**config.mk**
```make
export PLATFORM = sky130hd
export DESIGN_NAME = ppi_top
export DESIGN_NICKNAME = d
export VERILOG_FILES = /design/src/core/ppi_pkg.sv /design/src/core/ppi_match.sv /design/src/core/ppi_top.sv
export SDC_FILE = /design/constraint.sdc
export NUM_CORES = 1
export LEC_CHECK = 0
export ABC_AREA = 1
export BUFFER_PORTS_ARGS = -buffer_cell sky130_fd_sc_hd__buf_2
export CAP_MARGIN = 20
export CORE_ASPECT_RATIO = 0.6
export CORE_MARGIN = 2
export CORE_UTILIZATION = 37
export CTS_CLUSTER_SIZE = 8
export DETAILED_ROUTE_END_ITERATION = 7
export SYNTH_ARGS = -nofsm -noshare
export SYNTH_HDL_FRONTEND = slang
export SYNTH_HIERARCHICAL = 1
export SYNTH_SLANG_ARGS = --single-unit
```
**constraint.sdc**
```tcl
create_clock -name clk_i -period 2.7 [get_ports clk_i]
set_input_delay 0.27 -clock clk_i [delete_from_list [all_inputs] [get_ports clk_i]]
set_output_delay 0.27 -clock clk_i [all_outputs]
set_load 0.005 [all_outputs]
```
**src/core/ppi_pkg.sv**
```systemverilog
// Shared constants and types of the polled pattern interrupt matcher
package ppi_pkg;

  // ****************************************
  // Register byte offsets
  // ****************************************
  localparam logic [7:0] PPI_CTRL_OFF    = 8'h00;
  localparam logic [7:0] PPI_MASK_OFF    = 8'h04;
  localparam logic [7:0] PPI_CMP_OFF     = 8'h08;
  localparam logic [7:0] PPI_STATUS_OFF  = 8'h0C;
  localparam logic [7:0] PPI_IRQMASK_OFF = 8'h10;
  localparam logic [7:0] PPI_STATE_OFF   = 8'h14;

  // ****************************************
  // Control register fields
  // ****************************************
  localparam int PPI_CTRL_MODE_LSB = 0;
  localparam int PPI_CTRL_SRC_BIT  = 2;
  localparam int PPI_CTRL_PORT_LSB = 3;
  localparam int PPI_CTRL_ARM_BIT  = 8;
  localparam int PPI_CTRL_OFF_BIT  = 9;

  // ****************************************
  // State register fields
  // ****************************************
  localparam int PPI_ST_ENABLE_BIT  = 0;
  localparam int PPI_ST_PENDING_BIT = 1;
  localparam int PPI_ST_HANDLER_BIT = 2;
  localparam int PPI_ST_MATCH_BIT   = 3;
  localparam int PPI_ST_SRC_LSB     = 8;

  // ****************************************
  // Status event bits
  // ****************************************
  localparam int PPI_EV_W      = 3;
  localparam int PPI_EV_FIRE   = 0;
  localparam int PPI_EV_RETURN = 1;
  localparam int PPI_EV_ABORT  = 2;

  // ****************************************
  // Flag byte bit positions
  // ****************************************
  localparam int PPI_FLAG_HW_INT0 = 0;
  localparam int PPI_FLAG_HW_INT1 = 1;
  localparam int PPI_FLAG_HW_INT2 = 2;
  localparam int PPI_FLAG_HW_ANY  = 3;
  localparam int PPI_FLAG_COMP    = 4;
  localparam int PPI_FLAG_SERRX   = 5;
  localparam int PPI_FLAG_I2C     = 6;
  localparam int PPI_FLAG_TIMER   = 7;

  // ****************************************
  // Reset values
  // ****************************************
  localparam logic [7:0]        PPI_MASK_RST    = 8'h00;
  localparam logic [7:0]        PPI_CMP_RST     = 8'h00;
  localparam logic [PPI_EV_W-1:0] PPI_EVMASK_RST = 3'h0;

  // ****************************************
  // Types
  // ****************************************
  typedef enum logic [1:0] {
    PPI_MODE_AND = 2'h0,
    PPI_MODE_OR  = 2'h1,
    PPI_MODE_NOT = 2'h2
  } ppi_mode_type;

  typedef enum logic [1:0] {
    PPI_PORT_A = 2'h0,
    PPI_PORT_B = 2'h1,
    PPI_PORT_C = 2'h2,
    PPI_PORT_D = 2'h3
  } ppi_port_type;

  typedef enum logic [1:0] {
    PPI_FSM_OFF        = 2'h0,
    PPI_FSM_ARMED      = 2'h1,
    PPI_FSM_HANDLER    = 2'h3,
    PPI_FSM_HANDLER_RA = 2'h2
  } ppi_fsm_type;

endpackage

```
**src/core/ppi_match.sv**
```systemverilog
// Masked pattern comparator of the polled pattern interrupt matcher
`timescale 1ns/1ps
module ppi_match
  import ppi_pkg::*;
(
  input  wire logic [7:0]   src_i,
  input  wire logic [7:0]   cmp_i,
  input  wire logic [7:0]   mask_i,
  input  wire ppi_mode_type mode_i,
  output logic              match_o
);

  logic [7:0] same;

  // ****************************************
  // Bitwise agreement under the mask
  // ****************************************
  always_comb begin
    same = ~(src_i ^ cmp_i) | ~mask_i;
    case (mode_i)
      PPI_MODE_AND: match_o = &same;
      PPI_MODE_OR:  match_o = |(~(src_i ^ cmp_i) & mask_i);
      PPI_MODE_NOT: match_o = ~(&same);
      default:      match_o = &same;
    endcase
  end

endmodule

```
**src/core/ppi_top.sv**
```systemverilog
// Top of the polled pattern interrupt matcher with its register slave
`timescale 1ns/1ps
module ppi_top
  import ppi_pkg::*;
#(
  parameter int PORT_W = 8
) (
  input  wire logic              clk_i,
  input  wire logic              rst_i,
  input  wire logic              wb_cyc_i,
  input  wire logic              wb_stb_i,
  input  wire logic              wb_we_i,
  input  wire logic [7:0]        wb_adr_i,
  input  wire logic [3:0]        wb_sel_i,
  input  wire logic [31:0]       wb_dat_i,
  output logic      [31:0]       wb_dat_o,
  output logic                   wb_ack_o,
  input  wire logic [PORT_W-1:0] port_a_i,
  input  wire logic [PORT_W-1:0] port_b_i,
  input  wire logic [PORT_W-1:0] port_c_i,
  input  wire logic [PORT_W-1:0] port_d_i,
  input  wire logic              timer_overflow_flag_i,
  input  wire logic              i2c_slave_write_flag_i,
  input  wire logic              serial_rx_flag_i,
  input  wire logic              comparator_flag_i,
  input  wire logic              hw_any_pin_flag_i,
  input  wire logic              hw_int_two_flag_i,
  input  wire logic              hw_int_one_flag_i,
  input  wire logic              hw_int_zero_flag_i,
  input  wire logic              poll_i,
  input  wire logic              pause_active_i,
  input  wire logic              handler_return_i,
  output logic                   handler_call_o,
  output logic                   delay_abort_o,
  output logic                   irq_o
);

  // ****************************************
  // Elaboration check
  // ****************************************
  if (PORT_W < 1 || PORT_W > 8) begin : g_bad_width
    $error("PORT_W must lie between 1 and 8");
  end

  localparam int SYNC_W = 4 * PORT_W;

  // ****************************************
  // State of the block
  // ****************************************
  typedef struct packed {
    logic [SYNC_W-1:0]   pin_s1;
    logic [SYNC_W-1:0]   pin_s2;
    logic [SYNC_W-1:0]   pin_s3;
    logic [SYNC_W-1:0]   pin_stable;
    logic [7:0]          mask;
    logic [7:0]          cmp;
    ppi_mode_type        mode;
    logic                src_flags;
    ppi_port_type        port_sel;
    ppi_fsm_type         fsm;
    logic [PPI_EV_W-1:0] status;
    logic [PPI_EV_W-1:0] ev_mask;
    logic                ack;
    logic [31:0]         rdata;
    logic                call;
    logic                abort;
    logic                irq;
  } ppi_regs_type;

  ppi_regs_type r_q;
  ppi_regs_type r_d;

  logic [7:0]          pin_byte;
  logic [7:0]          flag_byte;
  logic [7:0]          src_byte;
  logic                match;
  logic                fire;
  logic                bus_req;
  logic                wr_now;
  logic                rd_done;
  logic                arm_cmd;
  logic                off_cmd;
  logic [PPI_EV_W-1:0] events;

  // ****************************************
  // Helpers
  // ****************************************
  function automatic logic [7:0] port_pick(input logic [SYNC_W-1:0] ports,
                                           input ppi_port_type sel);
    logic [7:0] v;
    v = 8'h00;
    v[PORT_W-1:0] = ports[sel*PORT_W +: PORT_W];
    return v;
  endfunction

  function automatic logic hit(input logic [7:0] adr, input logic [7:0] off);
    return adr == off;
  endfunction

  function automatic logic is_enabled(input ppi_fsm_type s);
    return s == PPI_FSM_ARMED;
  endfunction

  function automatic logic [31:0] read_word(input ppi_regs_type s, input logic [7:0] adr,
                                            input logic m, input logic [7:0] src);
    logic [31:0] w;
    w = 32'h0000_0000;
    if (hit(adr, PPI_CTRL_OFF)) begin
      w[PPI_CTRL_MODE_LSB +: 2] = s.mode;
      w[PPI_CTRL_SRC_BIT]       = s.src_flags;
      w[PPI_CTRL_PORT_LSB +: 2] = s.port_sel;
    end else if (hit(adr, PPI_MASK_OFF)) begin
      w[7:0] = s.mask;
    end else if (hit(adr, PPI_CMP_OFF)) begin
      w[7:0] = s.cmp;
    end else if (hit(adr, PPI_STATUS_OFF)) begin
      w[PPI_EV_W-1:0] = s.status;
    end else if (hit(adr, PPI_IRQMASK_OFF)) begin
      w[PPI_EV_W-1:0] = s.ev_mask;
    end else if (hit(adr, PPI_STATE_OFF)) begin
      w[PPI_ST_ENABLE_BIT]      = is_enabled(s.fsm);
      w[PPI_ST_PENDING_BIT]     = s.fsm == PPI_FSM_HANDLER_RA;
      w[PPI_ST_HANDLER_BIT]     = s.fsm == PPI_FSM_HANDLER || s.fsm == PPI_FSM_HANDLER_RA;
      w[PPI_ST_MATCH_BIT]       = m;
      w[PPI_ST_SRC_LSB +: 8]    = src;
    end
    return w;
  endfunction

  // ****************************************
  // Source selection and comparison
  // ****************************************
  always_comb begin
    flag_byte = 8'h00;
    flag_byte[PPI_FLAG_TIMER]   = timer_overflow_flag_i;
    flag_byte[PPI_FLAG_I2C]     = i2c_slave_write_flag_i;
    flag_byte[PPI_FLAG_SERRX]   = serial_rx_flag_i;
    flag_byte[PPI_FLAG_COMP]    = comparator_flag_i;
    flag_byte[PPI_FLAG_HW_ANY]  = hw_any_pin_flag_i;
    flag_byte[PPI_FLAG_HW_INT2] = hw_int_two_flag_i;
    flag_byte[PPI_FLAG_HW_INT1] = hw_int_one_flag_i;
    flag_byte[PPI_FLAG_HW_INT0] = hw_int_zero_flag_i;
    pin_byte = port_pick(r_q.pin_stable, r_q.port_sel);
    src_byte = r_q.src_flags ? flag_byte : pin_byte;
  end

  ppi_match u_match (
    .src_i   (src_byte),
    .cmp_i   (r_q.cmp),
    .mask_i  (r_q.mask),
    .mode_i  (r_q.mode),
    .match_o (match)
  );

  // ****************************************
  // Bus decode
  // ****************************************
  assign bus_req = wb_cyc_i & wb_stb_i;
  assign wr_now  = bus_req & wb_we_i & r_q.ack;
  assign rd_done = bus_req & ~wb_we_i & r_q.ack;
  assign arm_cmd = wr_now & hit(wb_adr_i, PPI_CTRL_OFF) & wb_sel_i[1] & wb_dat_i[PPI_CTRL_ARM_BIT];
  assign off_cmd = wr_now & hit(wb_adr_i, PPI_CTRL_OFF) & wb_sel_i[1] & wb_dat_i[PPI_CTRL_OFF_BIT];

  // Poll point or continuous check during a pause
  assign fire = is_enabled(r_q.fsm) & match & (poll_i | pause_active_i);

  // ****************************************
  // Next state
  // ****************************************
  always_comb begin
    r_d = r_q;

    // Pin synchroniser, value taken once stages two and three agree
    r_d.pin_s1 = {port_d_i, port_c_i, port_b_i, port_a_i};
    r_d.pin_s2 = r_q.pin_s1;
    r_d.pin_s3 = r_q.pin_s2;
    for (int i = 0; i < SYNC_W; i++) begin
      if (r_q.pin_s2[i] == r_q.pin_s3[i]) begin
        r_d.pin_stable[i] = r_q.pin_s3[i];
      end
    end

    // Configuration writes
    if (wr_now && hit(wb_adr_i, PPI_CTRL_OFF) && wb_sel_i[0]) begin
      r_d.mode      = ppi_mode_type'(wb_dat_i[PPI_CTRL_MODE_LSB +: 2]);
      r_d.src_flags = wb_dat_i[PPI_CTRL_SRC_BIT];
      r_d.port_sel  = ppi_port_type'(wb_dat_i[PPI_CTRL_PORT_LSB +: 2]);
    end
    if (wr_now && hit(wb_adr_i, PPI_MASK_OFF) && wb_sel_i[0]) begin
      r_d.mask = wb_dat_i[7:0];
    end
    if (wr_now && hit(wb_adr_i, PPI_CMP_OFF) && wb_sel_i[0]) begin
      r_d.cmp = wb_dat_i[7:0];
    end
    if (wr_now && hit(wb_adr_i, PPI_IRQMASK_OFF) && wb_sel_i[0]) begin
      r_d.ev_mask = wb_dat_i[PPI_EV_W-1:0];
    end

    // Enable and handler tracking
    case (r_q.fsm)
      PPI_FSM_OFF: begin
        if (arm_cmd && !off_cmd) begin
          r_d.fsm = PPI_FSM_ARMED;
        end
      end
      PPI_FSM_ARMED: begin
        if (fire) begin
          r_d.fsm = (arm_cmd && !off_cmd) ? PPI_FSM_HANDLER_RA : PPI_FSM_HANDLER;
        end else if (off_cmd) begin
          r_d.fsm = PPI_FSM_OFF;
        end
      end
      PPI_FSM_HANDLER: begin
        if (handler_return_i) begin
          r_d.fsm = (arm_cmd && !off_cmd) ? PPI_FSM_ARMED : PPI_FSM_OFF;
        end else if (arm_cmd && !off_cmd) begin
          r_d.fsm = PPI_FSM_HANDLER_RA;
        end
      end
      PPI_FSM_HANDLER_RA: begin
        if (handler_return_i) begin
          r_d.fsm = off_cmd ? PPI_FSM_OFF : PPI_FSM_ARMED;
        end else if (off_cmd) begin
          r_d.fsm = PPI_FSM_HANDLER;
        end
      end
      default: begin
        r_d.fsm = PPI_FSM_OFF;
      end
    endcase

    // Sequencer strobes
    r_d.call  = fire;
    r_d.abort = fire & pause_active_i;

    // Sticky events, set wins over read clear
    events = '0;
    events[PPI_EV_FIRE]   = fire;
    events[PPI_EV_RETURN] = handler_return_i &
                            (r_q.fsm == PPI_FSM_HANDLER || r_q.fsm == PPI_FSM_HANDLER_RA);
    events[PPI_EV_ABORT]  = fire & pause_active_i;
    if (rd_done && hit(wb_adr_i, PPI_STATUS_OFF)) begin
      // Clear only the bits handed out with the read data
      r_d.status = (r_q.status & ~r_q.rdata[PPI_EV_W-1:0]) | events;
    end else begin
      r_d.status = r_q.status | events;
    end
    r_d.irq = |(r_d.status & r_d.ev_mask);

    // Bus answer one cycle after the request
    r_d.ack   = bus_req & ~r_q.ack;
    r_d.rdata = (bus_req && !wb_we_i && !r_q.ack) ?
                read_word(r_q, wb_adr_i, match, src_byte) : 32'h0000_0000;
  end

  // ****************************************
  // Registers
  // ****************************************
  always_ff @(posedge clk_i) begin
    if (rst_i) begin
      r_q            <= '0;
      r_q.mask       <= PPI_MASK_RST;
      r_q.cmp        <= PPI_CMP_RST;
      r_q.mode       <= PPI_MODE_AND;
      r_q.port_sel   <= PPI_PORT_C;
      r_q.fsm        <= PPI_FSM_OFF;
      r_q.ev_mask    <= PPI_EVMASK_RST;
    end else begin
      r_q <= r_d;
    end
  end

  // ****************************************
  // Outputs
  // ****************************************
  assign wb_ack_o       = r_q.ack;
  assign wb_dat_o       = r_q.rdata;
  assign handler_call_o = r_q.call;
  assign delay_abort_o  = r_q.abort;
  assign irq_o          = r_q.irq;

endmodule

```
==> impl_metrics.py, run 1 <==
metrics = {
    "clocking": {
        "cts_tree": "yes",
        "insertion_delay_ns": 0.43,
        "clock_tree.root_cell": "clkbuf_16",
        "cts-hold-fix-buffers": 0,
        "clock_path_buffers": 2,
        "cts_num_sinks": 177,
        "numCtsBuffers": 17,
        "clkTransAtPathRegs_ns": 0.07,
        "cts_max_level": 4,
    },
    "floorplanning": {
        "die_footprint_um2": 19980,
        "pin_count": 128,
        "core.rowCount": 38,
        "dieWidth_um": 181.2,
        "floorplan.initialDensity_pct": 38.16,
        "placeableCoreArea_um2": 18260,
        "die_height_um": 110.3,
    },
    "logic_synthesis": {
        "synth-edff-count": 0,
        "synth_flop_cell": "dfxtp_1",
        "synth.yosys.warnings": 6,
        "post_synth_main_area_contributors": "dfxtp_1, inv_1, nor2_1",
        "synthDominantAreaCellType": "dfxtp_1",
        "yosysTopAreaCellShare_pct": 50.86,
        "cell_count_after_synthesis": 915,
        "netlist_area_um2": 6967,
        "ys_async_sr_fraction_pct": 0,
        "post_synthesis_sequential_element_count": 177,
        "yosysUniqueCellTypes": 37,
        "share_of_synthesized_area_occupied_by_flip_flops_and_latches_pct": 50.86,
        "post_synthesis_area_per_instance_um2": 7.614,
    },
    "sta": {
        "layout_setup_ws_ns": 0.1569,
        "timing_hold_violations_final": 0,
        "setup_viol": 0,
        "worst_hold_slack_ns": 0.03897,
        "layout_worst_path_cycle_share_pct": 94.19,
        "finalClockSkew_ns": 0.01134,
        "max_freq_mhz": 393.2,
        "tightestPinTransition_ns": 0.7664,
        "slew_headroom_pct": 48.91,
        "max_slew_violation_count": 0,
        "finalWorstPathRequiredPeriod_ns": 2.543,
    },
    "grt": {
        "grt_pass1_vias": 4981,
        "grt_first_pass_wirelength_um": 24450,
        "grt_util_all_layers_pct": 15.74,
        "grt_max_degree": 79,
        "grt.overflow.total": 0,
        "grt_antenna_before_repair": 0,
    },
    "finish": {
        "most_frequent_standard_cell_in_the_layout_excluding_fill_and_tap_cells": "dfxtp_1",
        "register_area_um2": 3545,
        "commonest_cells_after_routing_fill_and_taps_aside": "dfxtp_1, inv_1, nor2_1",
        "share_of_cells_above_drive_strength_1_pct": 21.17,
        "final_core_util_pct": 45.22,
        "areaGrowthSynthToFinish_pct": 18.50,
        "design.final.nets": 1092,
        "finalInstanceArea_um2": 8255,
        "filler_cell_count": 1880,
        "insertedDiodeCount": 0,
        "multi_input_area_um2": 2557,
    },
    "routing": {
        "route.vias.total": 5564,
        "route.antenna.remaining_nets": 0,
        "remaining_drc_errors": 0,
        "drt_first_pass_iters": 5,
        "finalWirelength_um": 15240,
        "initialDrtViolationCount": 360,
        "wl_per_cell_um": 12.18,
        "vias_per_cell": 4.448,
    },
    "critical_path": {
        "worst-endpoint-arrival_ns": 2.86,
        "critical_path_class": "register to register",
        "worstPathRequired_ns": 3.02,
        "crit-reg2reg-launch": "r_q[44]$_SDFFE_PP0P_",
        "crit_path_max_fanout": 7,
        "r2r_end": "r_q[42]$_SDFFE_PP0P_",
        "setup.reg_to_reg.worst_slack_ns": 0.16,
        "critPathLaunch": "r_q[44]$_SDFFE_PP0P_",
        "worst_setup_path_end_kind": "register",
        "startpoint_kind_of_the_worst_setup_timing_path": "register",
        "crit_end": "r_q[42]$_SDFFE_PP0P_",
        "worstRegToRegCells": 25,
    },
    "placement": {
        "dp_hpwl_um": 10880,
        "place_ws_ns": 0.03571,
        "gp_congestion": 0.8774,
        "numPortBuffers": 87,
        "post_dp_cell_area_um2": 7506,
    },
    "flow_run": {
        "max_cap_violations": 0,
    },
    "run_status": {
        "outcome": "complete, no violations",
    },
    "pwr": {
        "vdd_drop_max_uv": 440.7,
        "p_per_area_nw_per_um2": 669.4,
        "fin_total_pwr_mw": 5.526,
        "static_power_due_to_leakage_nw": 3.785,
    },
    "worst_hold_path": {
        "hp-class": "input pin to register",
    },
}
-- worst max-delay path: stages, from the launching register on --
cell and delay [ns]:
dfxtp_2 0.35, clkinvlp_4 0.11, buf_12 0.15, a21oi_2 0.11, o21ai_1 0.08, buf_4 0.15, nand2_2 0.05, nand2_2 0.06
nand2_2 0.10, inv_1 0.05, nand2_2 0.05, nand2_1 0.05, nand2_1 0.06, nand2_2 0.06, nor2_4 0.14, nand2_2 0.06
nand2_1 0.05, nand2_1 0.05, nand2_1 0.07, nand2_2 0.10, o21ai_2 0.09, nor2_2 0.07, a21oi_1 0.13, nand2_1 0.07
nor2_1 0.11, nor2_1 0.05
-- final cells by class --
class,instances,share of cell area (%)
repair buffers,106,7.229
flip-flops and latches,177,42.94
well taps,240,3.637
clock inverters,15,1.940
inverters,176,8.124
clock buffers,17,5.153
multi-input cells,520,30.98
-- synth_stat cells (all sizes together) (4+ instances only) --
cell type / n
a211oi: 16
a21oi: 75
buf: 51
clkbuf: 6
clkinv: 4
dfxtp: 177
inv: 172
nand2: 146
nand3: 27
nand4: 6
nor2: 167
o21ai: 59
-- through the flow --
stage	instances	setup TNS, ns
after floorplan	930	0
after global placement	1216	0
after detailed placement	1216	0
after CTS	1251	0
after global routing	1251	-0.02892
final	1251	0
-- power breakdown --
group	internal [mW]	total [mW]	switching, mW	leakage (nW)
Combinational	0.127	0.333	0.205	2.06
Clock	1.32	2.46	1.14	0.284
Sequential	2.69	2.73	0.0416	1.44
Total	4.14	5.53	1.39	3.78
-- flip-flops by register name (all words and copies together) (netlist names) --
signal / flops
r_q: 93
handler_call_o: 1
r_d: 64
irq_o: 1
wb_dat_o: 16
delay_abort_o: 1
wb_ack_o: 1
-- layer usage --
| layer | track usage, % | part of all wire [%] | up-vias |
|---|---|---|---|
| met5 | 0 | 0 | - |
| met3 | 5.289 | 7.6 | 19 |
| met2 | 21.95 | 38 | 162 |
| li1 | - | - | 2914 |
| met4 | 4.472 | 0.88 | 0 |
| met1 | 22.86 | 53 | 2469 |
-- cell families after synthesis --
kind of cell / synth area share (%)
and+or+nand+nor: 21.73
buffers and inverters: 14.96
DFF: 50.86
AOI/OAI and AO/OA: 12.03
adders and majority gates: 0.3591
other: 0.05383
-- repair_timing --
item,CTS,global route
gates resized for setup,2,49
pin swaps,1,16
endpoints found under the setup margin,1,8
setup buffers,3,0
endpoints found under the hold margin,0,0
-- worst min path at each step --
stage / slack [ns] / endpoint / cells after the start / from
4_1_cts: 0.02 / r_d[132]$_SDFF_PP0_ / 3 / port_a_i[3]
5_1_grt: 0.03 / r_d[132]$_SDFF_PP0_ / 3 / port_a_i[3]
3_5_place_dp: 0.39 / r_d[125]$_SDFF_PP0_ / 2 / r_d[157]$_SDFF_PP0_
6_report: 0.04 / r_d[132]$_SDFF_PP0_ / 3 / port_a_i[3]
2_1_floorplan: 0.38 / r_d[129]$_SDFF_PP0_ / 2 / port_a_i[0]
3_3_place_gp: 0.39 / r_d[110]$_SDFF_PP0_ / 2 / r_d[142]$_SDFF_PP0_
(Power assumes the default switching activity.)
==> run 2, diff against run 1 <==
--- a/config.mk
+++ b/config.mk
@@ -13,6 +13,7 @@
 export CORE_UTILIZATION = 37
 export CTS_CLUSTER_SIZE = 8
 export DETAILED_ROUTE_END_ITERATION = 7
+export RECOVER_POWER = 25
 export SYNTH_ARGS = -nofsm -noshare
 export SYNTH_HDL_FRONTEND = slang
 export SYNTH_HIERARCHICAL = 1
==> impl_metrics.py, run 2 (synthesis gave the netlist of run 1 again) <==
metrics = {
    "finish": {
        "commonest_cells_after_routing_fill_and_taps_aside": "dfxtp_1, inv_1, nor2_1",
        "largest-register": "r_q",
        "multi_input_area_um2": 2552,
        "most_frequent_standard_cell_in_the_layout_excluding_fill_and_tap_cells": "dfxtp_1",
        "final_core_util_pct": 45.15,
        "largest_register_ffs": 93,
        "filler_cell_count": 1883,
        "share_of_cells_above_drive_strength_1_pct": 20.97,
        "areaGrowthSynthToFinish_pct": 18.34,
        "design.final.nets": 1092,
        "insertedDiodeCount": 0,
        "register_area_um2": 3545,
    },
    "sta": {
        "layout_worst_path_cycle_share_pct": 94.75,
        "max_slew_violation_count": 40,
        "max_freq_mhz": 390.9,
        "finalWorstPathRequiredPeriod_ns": 2.558,
        "slew_headroom_pct": -16.36,
        "finalClockSkew_ns": 0.01026,
        "setup_viol": 0,
        "timing_hold_violations_final": 0,
        "worst_hold_slack_ns": 0.03448,
        "tightestPinTransition_ns": 1.745,
    },
    "routing": {
        "route.vias.total": 5535,
        "vias_per_cell": 4.424,
        "route.antenna.remaining_nets": 0,
        "initialDrtViolationCount": 358,
        "remaining_drc_errors": 0,
        "finalWirelength_um": 15250,
        "wl_per_cell_um": 12.19,
        "drt_first_pass_iters": 5,
    },
    "clocking": {
        "clock_tree.root_cell": "clkbuf_16",
        "clkTransAtPathRegs_ns": 0.07,
        "numCtsBuffers": 17,
        "cts_tree": "yes",
        "cts_max_level": 4,
        "cts_num_sinks": 177,
        "clock_path_buffers": 2,
        "insertion_delay_ns": 0.43,
        "cts-hold-fix-buffers": 0,
    },
    "critical_path": {
        "startpoint_kind_of_the_worst_setup_timing_path": "register",
        "worstRegToRegCells": 25,
        "crit_path_max_fanout": 7,
        "critPathLaunch": "r_q[44]$_SDFFE_PP0P_",
        "worst_setup_path_end_kind": "register",
        "r2r_end": "r_q[42]$_SDFFE_PP0P_",
        "crit-reg2reg-launch": "r_q[44]$_SDFFE_PP0P_",
        "critical_path_class": "register to register",
        "setup.reg_to_reg.worst_slack_ns": 0.14,
        "worst-endpoint-arrival_ns": 2.88,
        "worstPathRequired_ns": 3.02,
    },
    "grt": {
        "grt_max_degree": 79,
        "grt_util_all_layers_pct": 15.74,
        "grt_pass1_vias": 4981,
        "grt_antenna_before_repair": 0,
        "grt_first_pass_wirelength_um": 24450,
        "grt.overflow.total": 0,
    },
    "pwr": {
        "p_per_area_nw_per_um2": 670.5,
        "vdd_drop_max_uv": 443.0,
        "static_power_due_to_leakage_nw": 3.779,
    },
    "floorplanning": {
        "floorplan.initialDensity_pct": 38.16,
        "dieWidth_um": 181.2,
        "die_height_um": 110.3,
        "die_footprint_um2": 19980,
        "core.rowCount": 38,
        "placeableCoreArea_um2": 18260,
        "pin_count": 128,
    },
    "run_status": {
        "outcome": "finished, violations left",
        "failed_checks": "max-capacitance violations, max-slew violations",
    },
    "worst_hold_path": {
        "hp-class": "input pin to register",
        "worst_hold_startpoint": "port_a_i[3]",
        "hold_path_cell_cnt": 3,
        "worst_case_hold_path_end_point": "r_d[132]$_SDFF_PP0_",
    },
    "flow_run": {
        "max_cap_violations": 1,
    },
    "placement": {
        "gp_congestion": 0.8774,
        "numPortBuffers": 87,
        "dp_hpwl_um": 10880,
    },
}
run 2: cell count changes in the layout (fill, tap and decap cells not counted):
cell / previous run / this run
nor3_1: 0 / 1
buf_4: 18 / 16
clkbuf_1: 0 / 1
nor3_2: 2 / 1
clkbuf_2: 0 / 1
run 2: metrics by stage:
stage	cell area (µm²)	power, mW	setup slack [ns]	setup TNS, ns	std cells
after floorplan	7023	3.010	0.5095	0	930
final	8244	5.527	0.1418	0	1251
after global placement	7506	3.115	0.08356	0	1216
after detailed placement	7506	3.118	0.03571	0	1216
after CTS	8128	5.567	0.002342	0	1251
after global routing	8244	5.751	-0.02488	-0.03591	1251
run 2: worst max-delay path by stage:
stage | to | slack, ns | depth (start not counted)
final | r_q[42]$_SDFFE_PP0P_ | 0.14 | 25
after detailed placement | irq_o$_SDFF_PP0_ | 0.04 | 23
after floorplan | r_q[42]$_SDFFE_PP0P_ | 0.51 | 25
after global placement | r_q[42]$_SDFFE_PP0P_ | 0.08 | 23
after CTS | irq_o$_SDFF_PP0_ | 0.002 | 23
after global routing | r_q[42]$_SDFFE_PP0P_ | -0.02 | 23
run 2: metal layers:
metal	wire [µm]	GRT usage, %	up-vias
met2	5866	21.95	137
met1	8271	22.86	2464
li1	-	-	2917
met3	985	5.289	17
met4	127	4.472	0
met5	0	0	-
run 2: repair_timing:
item,in CTS,in global routing
setup buffers,3,0
resized for setup,2,49
endpoints found under the setup margin,1,8
pin swaps,1,16
run 2: worst max-delay path, stage by stage (launching register included):
cell,delay [ns]
dfxtp_2,0.35
clkinvlp_4,0.11
buf_12,0.15
a21oi_2,0.11
o21ai_1,0.08
buf_4,0.16
nand2_2,0.05
nand2_2,0.06
nand2_2,0.10
inv_1,0.05
nand2_2,0.05
nand2_1,0.05
nand2_1,0.06
nand2_2,0.06
nor2_4,0.14
nand2_2,0.06
nand2_1,0.05
nand2_1,0.05
nand2_1,0.07
nand2_2,0.10
o21ai_2,0.09
nor2_2,0.07
a21oi_1,0.13
nand2_1,0.07
nor2_1,0.11
nor2_1,0.05
run 2: where the power goes:
group / switching [mW] / internal, mW
clock: 1.14 / 1.32
combinational: 0.205 / 0.127
sequential: 0.0415 / 2.69
total: 1.39 / 4.14
run 2: area by class of cell:
| class | instances | area share, % |
|---|---|---|
| sequential | 177 | 43.00 |
| multi-input combinational | 520 | 30.96 |
| inverter | 176 | 8.135 |
| timing repair buffer | 106 | 7.163 |
| clock buffer | 17 | 5.160 |
| tap | 240 | 3.642 |
| clock inverter | 15 | 1.943 |
